File: src/hw/pfg_pkg.sv
// Behaviour
// - every YUV window line holds an even number of pixels, so the device only ever completes whole pairs.
// - luma and chroma are taken as BT601 samples when they are converted to RGB.
// - a 4:2:0 odd line starts with one U and an even line with one V, then luma only, and the device tracks which.
// - table loading selects access mode, writes the index once, then streams data with auto-increment, then enables.
// - the odd pixel of a pair sits on the upper half, red on the top six lines, msb highest.
// - the odd pixel's green sits on the next six lines and its blue on the six below, msb highest.
// - the even pixel sits on the lower half in the same cycle, red on the top six lower lines, msb highest.
// - the even pixel's green is below its red, its blue on the lowest six lines, and cycles carry successive pairs.
package pfg_pkg;
	localparam int SAMPLE_W = 8;
	localparam int COMP_W = 6;
	localparam int LUT_DEPTH = 64;
	localparam int LUT_IDX_W = 6;
	localparam int LUT_DATA_W = 8;
	localparam int LINE_W = 11;
	localparam int BUF_DEPTH = 2;
	localparam logic [LINE_W-1:0] PIX_CNT_RST = 11'h000;
	localparam logic [LINE_W-1:0] PAIR_STEP = 11'h002;
	localparam logic [LUT_IDX_W-1:0] LUT_IDX_RST = 6'h00;
	localparam logic [1:0] LUT_SEL_R = 2'h0;
	localparam logic [1:0] LUT_SEL_G = 2'h1;
	localparam logic [1:0] LUT_SEL_B = 2'h2;
	// bt601 integer coefficients, scaled by 256
	localparam logic signed [19:0] Y_OFS = 20'sh00010;
	localparam logic signed [19:0] C_OFS = 20'sh00080;
	localparam logic signed [19:0] K_Y = 20'sh0012a;
	localparam logic signed [19:0] K_RV = 20'sh00199;
	localparam logic signed [19:0] K_GU = 20'sh00064;
	localparam logic signed [19:0] K_GV = 20'sh000d0;
	localparam logic signed [19:0] K_BU = 20'sh00204;
	localparam logic signed [19:0] ROUND = 20'sh00080;
	localparam logic signed [19:0] MAX_8 = 20'sh000ff;

	typedef enum logic [1:0] {
		ST_CB,
		ST_YA,
		ST_CR,
		ST_YB
	} pfg_state_e;

	typedef struct packed {
		logic [COMP_W-1:0] r;
		logic [COMP_W-1:0] g;
		logic [COMP_W-1:0] b;
	} pfg_pix_s;

	// upper half carries the odd (second) pixel
	typedef struct packed {
		pfg_pix_s odd;
		pfg_pix_s even;
	} pfg_pair_s;

	function automatic logic [COMP_W-1:0] pfg_clip(input logic signed [19:0] x);
		logic signed [19:0] s;
		s = x >>> 8;
		if (s < 0) begin
			return '0;
		end else if (s > MAX_8) begin
			return '1;
		end
		return s[7:2];
	endfunction

	function automatic pfg_pix_s pfg_yuv2rgb(input logic [7:0] y, input logic [7:0] u, input logic [7:0] v);
		logic signed [19:0] c;
		logic signed [19:0] d;
		logic signed [19:0] e;
		pfg_pix_s p;
		c = $signed({12'h000, y}) - Y_OFS;
		d = $signed({12'h000, u}) - C_OFS;
		e = $signed({12'h000, v}) - C_OFS;
		p.r = pfg_clip(K_Y * c + K_RV * e + ROUND);
		p.g = pfg_clip(K_Y * c - K_GU * d - K_GV * e + ROUND);
		p.b = pfg_clip(K_Y * c + K_BU * d + ROUND);
		return p;
	endfunction
endpackage

File: src/hw/pfg_top.sv
`timescale 1ns/1ps
`default_nettype none
module pfg_top
	import pfg_pkg::*;
(
	input wire logic sys_clk_i,
	input wire logic rst_n_i,
	input wire logic win_start_i,
	input wire logic fmt_420_i,
	input wire logic [LINE_W-1:0] line_len_i,
	input wire logic [SAMPLE_W-1:0] yuv_data_i,
	input wire logic yuv_valid_i,
	output logic yuv_ready_o,
	input wire logic lut_access_i,
	input wire logic [1:0] lut_sel_i,
	input wire logic lut_idx_wr_i,
	input wire logic lut_data_wr_i,
	input wire logic [LUT_DATA_W-1:0] lut_wdata_i,
	input wire logic gamma_en_i,
	output logic [35:0] panel_pixel_bus_o,
	output logic panel_valid_o,
	input wire logic panel_ready_i
);
	logic rst_meta_q;
	logic rst_n;
	always_ff @(posedge sys_clk_i or negedge rst_n_i) begin
		if (!rst_n_i) begin
			rst_meta_q <= 1'b0;
			rst_n <= 1'b0;
		end else begin
			rst_meta_q <= 1'b1;
			rst_n <= rst_meta_q;
		end
	end

	pfg_state_e state_q;
	pfg_state_e state_d;
	logic odd_line_q;
	logic [LINE_W-1:0] pix_cnt_q;
	logic [SAMPLE_W-1:0] u_q;
	logic [SAMPLE_W-1:0] v_q;
	logic [SAMPLE_W-1:0] ya_q;
	logic [LUT_IDX_W-1:0] lut_idx_q;
	logic [$clog2(BUF_DEPTH+1)-1:0] cnt_q;
	logic rd_ptr_q;
	logic wr_ptr_q;
	pfg_pair_s buf_q [0:BUF_DEPTH-1];

	wire buf_full = (cnt_q == 2'(BUF_DEPTH));
	wire take = yuv_valid_i && yuv_ready_o;
	wire take_cb = take && (state_q == ST_CB);
	wire take_cr = take && (state_q == ST_CR);
	wire take_ya = take && (state_q == ST_YA);
	wire take_yb = take && (state_q == ST_YB);
	wire [LINE_W-1:0] pix_next = pix_cnt_q + PAIR_STEP;
	// pairs only, so the line ends exactly on a second luma
	wire line_end = fmt_420_i && (pix_next >= line_len_i);
	wire pop = panel_valid_o && panel_ready_i;
	wire push = take_yb;

	// a full buffer halts the sample stream, so no pair is ever dropped
	assign yuv_ready_o = !buf_full && !win_start_i;

	always_comb begin
		state_d = state_q;
		case (state_q)
			ST_CB: begin
				if (take_cb) begin
					state_d = ST_YA;
				end
			end
			ST_CR: begin
				if (take_cr) begin
					// 4:2:2 puts the second luma after v; 4:2:0 lines carry luma only after their chroma
					state_d = fmt_420_i ? ST_YA : ST_YB;
				end
			end
			ST_YA: begin
				if (take_ya) begin
					state_d = fmt_420_i ? ST_YB : ST_CR;
				end
			end
			ST_YB: begin
				if (take_yb) begin
					if (!fmt_420_i) begin
						state_d = ST_CB;
					end else if (line_end) begin
						state_d = odd_line_q ? ST_CR : ST_CB;
					end else begin
						state_d = ST_YA;
					end
				end
			end
			default: state_d = ST_CB;
		endcase
	end

	always_ff @(posedge sys_clk_i or negedge rst_n) begin
		if (!rst_n) begin
			state_q <= ST_CB;
			odd_line_q <= 1'b1;
			pix_cnt_q <= PIX_CNT_RST;
		end else if (win_start_i) begin
			state_q <= ST_CB;
			odd_line_q <= 1'b1;
			pix_cnt_q <= PIX_CNT_RST;
		end else begin
			state_q <= state_d;
			if (take_yb && line_end) begin
				odd_line_q <= !odd_line_q;
				pix_cnt_q <= PIX_CNT_RST;
			end else if (take_yb) begin
				pix_cnt_q <= pix_next;
			end
		end
	end

	always_ff @(posedge sys_clk_i or negedge rst_n) begin
		if (!rst_n) begin
			u_q <= '0;
			v_q <= '0;
			ya_q <= '0;
		end else begin
			if (take_cb) begin
				u_q <= yuv_data_i;
			end
			if (take_cr) begin
				v_q <= yuv_data_i;
			end
			if (take_ya) begin
				ya_q <= yuv_data_i;
			end
		end
	end

	// both pixels of a pair share the held chroma
	pfg_pix_s rgb_even;
	pfg_pix_s rgb_odd;
	assign rgb_even = pfg_yuv2rgb(ya_q, u_q, v_q);
	assign rgb_odd = pfg_yuv2rgb(yuv_data_i, u_q, v_q);

	// gamma tables on the display side; lookups use the top six bits of each entry
	wire lut_wr = lut_access_i && lut_data_wr_i;
	logic [COMP_W-1:0] gam_even [0:2];
	logic [COMP_W-1:0] gam_odd [0:2];
	wire [COMP_W-1:0] raw_even [0:2] = '{rgb_even.r, rgb_even.g, rgb_even.b};
	wire [COMP_W-1:0] raw_odd [0:2] = '{rgb_odd.r, rgb_odd.g, rgb_odd.b};

	genvar gi;
	generate
		for (gi = 0; gi < 3; gi++) begin : g_lut
			logic [LUT_DATA_W-1:0] tbl_q [0:LUT_DEPTH-1];
			wire sel = (lut_sel_i == 2'(gi));
			always_ff @(posedge sys_clk_i) begin
				if (lut_wr && sel) begin
					tbl_q[lut_idx_q] <= lut_wdata_i;
				end
			end
			wire [LUT_DATA_W-1:0] hit_even = tbl_q[raw_even[gi]];
			wire [LUT_DATA_W-1:0] hit_odd = tbl_q[raw_odd[gi]];
			// bypass while disabled; a table loaded while gamma_en_i is low reaches the panel once gamma_en_i goes high
			assign gam_even[gi] = gamma_en_i ? hit_even[7:2] : raw_even[gi];
			assign gam_odd[gi] = gamma_en_i ? hit_odd[7:2] : raw_odd[gi];
		end
	endgenerate

	always_ff @(posedge sys_clk_i or negedge rst_n) begin
		if (!rst_n) begin
			lut_idx_q <= LUT_IDX_RST;
		end else if (lut_access_i && lut_idx_wr_i) begin
			lut_idx_q <= lut_wdata_i[LUT_IDX_W-1:0];
		end else if (lut_wr) begin
			lut_idx_q <= lut_idx_q + 6'h01;
		end
	end

	pfg_pair_s pair_in;
	// one driver for the whole pair
	assign pair_in = '{
		odd: '{r: gam_odd[0], g: gam_odd[1], b: gam_odd[2]},
		even: '{r: gam_even[0], g: gam_even[1], b: gam_even[2]}
	};

	// two-entry buffer between pair assembly and the panel
	always_ff @(posedge sys_clk_i) begin
		if (push) begin
			buf_q[wr_ptr_q] <= pair_in;
		end
	end

	always_ff @(posedge sys_clk_i or negedge rst_n) begin
		if (!rst_n) begin
			cnt_q <= '0;
			rd_ptr_q <= 1'b0;
			wr_ptr_q <= 1'b0;
		end else begin
			if (push) begin
				wr_ptr_q <= !wr_ptr_q;
			end
			if (pop) begin
				rd_ptr_q <= !rd_ptr_q;
			end
			case ({push, pop})
				2'b10: cnt_q <= cnt_q + 2'h1;
				2'b01: cnt_q <= cnt_q - 2'h1;
				default: cnt_q <= cnt_q;
			endcase
		end
	end

	assign panel_valid_o = (cnt_q != 2'h0);
	// idle bus reads as zero rather than a stale pair
	assign panel_pixel_bus_o = panel_valid_o ? buf_q[rd_ptr_q] : 36'h000000000;
endmodule // pfg_top
`default_nettype wire

File: config.mk
export PLATFORM = sky130hd
export DESIGN_NAME = pfg_top
export DESIGN_NICKNAME = d
export VERILOG_FILES = /design/src/hw/pfg_pkg.sv /design/src/hw/pfg_top.sv
export SDC_FILE = /design/constraint.sdc
export NUM_CORES = 2
export LEC_CHECK = 0
export BUFFER_PORTS_ARGS = -buffer_cell sky130_fd_sc_hd__clkbuf_2
export CAP_MARGIN = 20
export CELL_PAD_IN_SITES_DETAIL_PLACEMENT = 0
export CELL_PAD_IN_SITES_GLOBAL_PLACEMENT = 1
export CORE_MARGIN = 8
export CORE_UTILIZATION = 50
export CTS_BUF_LIST = sky130_fd_sc_hd__clkbuf_4
export DETAILED_ROUTE_END_ITERATION = 7
export HOLD_SLACK_MARGIN = 0.15
export PLACE_DENSITY = 0.86
export SKIP_LAST_GASP = 1
export SLEW_MARGIN = 20
export SYNTH_ARGS = -nofsm -noshare
export SYNTH_HDL_FRONTEND = slang
export SYNTH_SLANG_ARGS = --single-unit
export TNS_END_PERCENT = 50
File: constraint.sdc
create_clock -name sys_clk_i -period 5.1 [get_ports sys_clk_i]
set_input_delay 0.51 -clock sys_clk_i [delete_from_list [all_inputs] [get_ports sys_clk_i]]
set_output_delay 0.51 -clock sys_clk_i [all_outputs]
set_load 0.05 [all_outputs]
==> metrics <==
detailed-route wire length per cell 32.8 um; type of element launching the critical path flop; CP max stage cell fa_1; post-synthesis net count ~7,600; final period demand of the worst path roughly 8600 ps; maximum number of pins on one net before global-route repair 160; number of setup violations in the final report between 70 and 80; Async S/R FF share, synth slightly below 4%; Most used DFF post-synth edfxtp_1; flip-flop and latch area 38,000 um2; post-synth design cell area 75,800 um2; routability congestion estimate roughly 1.1; Most Frequent Cell on Critical Path ha_4; data required time at the worst endpoint about 6200 ps; data arrival time of the critical path 9680 ps; clock root buffer clkbuf_4; setup repair after global routing missed its margin true; Vert. Die Dim 405 um; Peak Freq 116 MHz; Clock Pin Slew Worst Setup and Hold Paths around 70 ps; clock latency on the worst-skew pair approximately 1400 ps; synthesized area divided by synthesized cell count 10.7 um2; highest fanout seen on the critical path 6; global route overflow 0; global-route wire length before repair between 500,000 and 600,000 um; number of fill cells in the layout roughly 11,000; number of placed I/O pins 77; status finished, violations left; Critical Path Max Stage Delay 600 ps; area of the multi-input gates between 30,000 and 40,000 um2; post-placement setup slack -4410 ps; measured slew at the worst slew-check pin 1240 ps; Num CTS Buffers about 360; placed wire-length estimate between 200,000 and 300,000 um; headroom to the max-slew limit roughly 17%; CTS HTree Levels 5; drt first-iter violations roughly 12,000; worst setup margin -3520 ps; total routing resource utilization after global routing approximately 44%; most area-consuming cells after synthesis edfxtp_1, ha_1, nand2_1; number of warnings issued by yosys 0; number of hold-slack violations in the final timing report 0; number of rows in the core area around 140; share of the synthesized area in the top cell type between 40% and 50%; cell count after synthesis ~7,100; part of the Yosys area used for sequential elements 50.1%; overall die width 405 um; core region area 151,000 um2; most common library cells after synthesis edfxtp_1, nand2_1, nor2_1; type of the tightest min-delay check primary input to flop; number of DRC violations after detailed routing 0; drt pass-1 iters 8; Post-synth EDFFs between 1,000 and 1,500; post-route fraction of the period consumed by the critical path 169%; violated checks negative setup slack; Slew Viols, Final 0; die area around 160,000 um2; Worst Skew about 160 ps; Yosys reg bits around 1,300; number of routed nets with antenna violations 0; number of violations of the max-capacitance limit 0; reg-to-reg slack, setup -3520 ps; detailed-route wire length about 370,000 um; cell accounting for the most synthesized area edfxtp_1; critical path start-end classification flop to flop; vias in the first global route 73,642; Area growth syn-to-layout 37.5%; clock buffer depth 4; # nets final 9,704; cell with the most instances after synthesis edfxtp_1; via count around 76,000; Via-to-Cell Ratio between 6 and 7; number of antenna violations at the first check in global routing 21; endpoint kind of the worst setup timing path flop; clock tree from TritonCTS built; layout cell share with drive strength beyond 1 ~36%; total number of clock tree sinks roughly 1,300; Buffers on Ports 76; number of distinct library cells after synthesis 129; starting density of the core around half
==> state kept, by name, indices dropped and copies added (netlist names), 2 cells and up <==
register	count
g_lut.tbl_q	1152
buf_q	72
cnt_q	2
ya_q	8
pix_cnt_q	10
v_q	8
u_q	8
lut_idx_q	6
state_q	2
==> critical path: cells and delay by family, from the launching register on <==
| kind | cells | cell delay (ps) |
|---|---|---|
| AOI/OAI and AO/OA | 14 | 2530 |
| DFF | 1 | 370 |
| adders and majority gates | 10 | 3460 |
| xor gates and xnor gates | 1 | 130 |
| and+or+nand+nor | 4 | 810 |
| buffers and inverters | 10 | 1090 |
==> cell usage in the layout, fill, tap and decap left out, types with 172 or more instances in the layout <==
| master | count |
|---|---|
| ha_1 | 337 |
| mux2i_1 | 302 |
| nand3_1 | 293 |
| inv_1 | 233 |
| clkbuf_4 | 498 |
| o21ai_0 | 199 |
| buf_4 | 1669 |
| buf_12 | 172 |
| edfxtp_1 | 1224 |
| a21oi_1 | 258 |
| nand2_1 | 1032 |
| nor2_1 | 494 |
==> kinds of logic (layout without fill, tap and decap cells) <==
logic type / Yosys count / count (layout) / share of synthesized area, %
flip-flops: 1273 / 1273 / 50.1
XOR/XNOR: 131 / 131 / 1.64
other: 1 / 15 / 0.00495
buffers and inverters: 666 / 2986 / 3.70
AND/OR/NAND/NOR: 2406 / 2406 / 14.3
multiplexers: 367 / 367 / 5.09
adder cells (fa/ha/maj): 501 / 501 / 9.03
AO/OA/AOI/OAI: 1731 / 1731 / 16.1
==> repair_timing <==
item | CTS | global route
buffers inserted | 147 | 139
resized for setup | 464 | 381
endpoints found under the setup margin | 72 | 72
hold buffers | 64 | 1
pin swaps | 214 | 192
hold endpoints to repair | 1389 | 2
cloned | 4 | 4
==> stage by stage <==
stage	hold WS (ps)	util [%]	instances	instance area [um2]	TNS [ps]
after global placement	296	61.4	10500	92800	-269900
after CTS	153	66.9	11292	101000	-219910
after global routing	159	68.9	11433	104000	-234450
final	175	68.9	11440	104000	-224320
after detailed placement	298	61.4	10500	92800	-275280
after floorplan	214	-	7076	77100	-181940
==> cell type report <==
| class | count | share of cell area [%] |
|---|---|---|
| clock buffer | 498 | 3.59 |
| clock inverter | 91 | 0.429 |
| antenna | 14 | 0.0336 |
| inverter | 262 | 0.984 |
| timing repair buffer | 2135 | 18.2 |
| tap | 2030 | 2.44 |
| multi-input combinational | 5137 | 37.9 |
| sequential | 1273 | 36.5 |
==> worst paths after layout <==
| check | start | to | cells past startpoint |
|---|---|---|---|
| max | ya_q[5] | buf_q[1][11] | 39 |
| min | yuv_data_i[4] | u_q[4] | 4 |
| max reg2reg | ya_q[5] | buf_q[1][11] | 39 |
| min reg2reg | rst_meta_q | rst_n | 0 |
| max in group asynchronous | rst_n | v_q[7] | 1 |
| min in group asynchronous | rst_n | ya_q[1] | 1 |
==> layer usage <==
layer	up-vias	routed length [um]	part of all wire (%)	GRT usage [%]
met2	6453	156000	42	63.7
met3	1746	54200	14	14.5
met4	12	29800	8.0	26.4
met1	36443	135000	36	55.9
met5	-	95	0.025	0
li1	31339	-	-	-
Power is not shown: default switching activity piles up to over one toggle a cycle in this logic, so the estimate is an artifact.
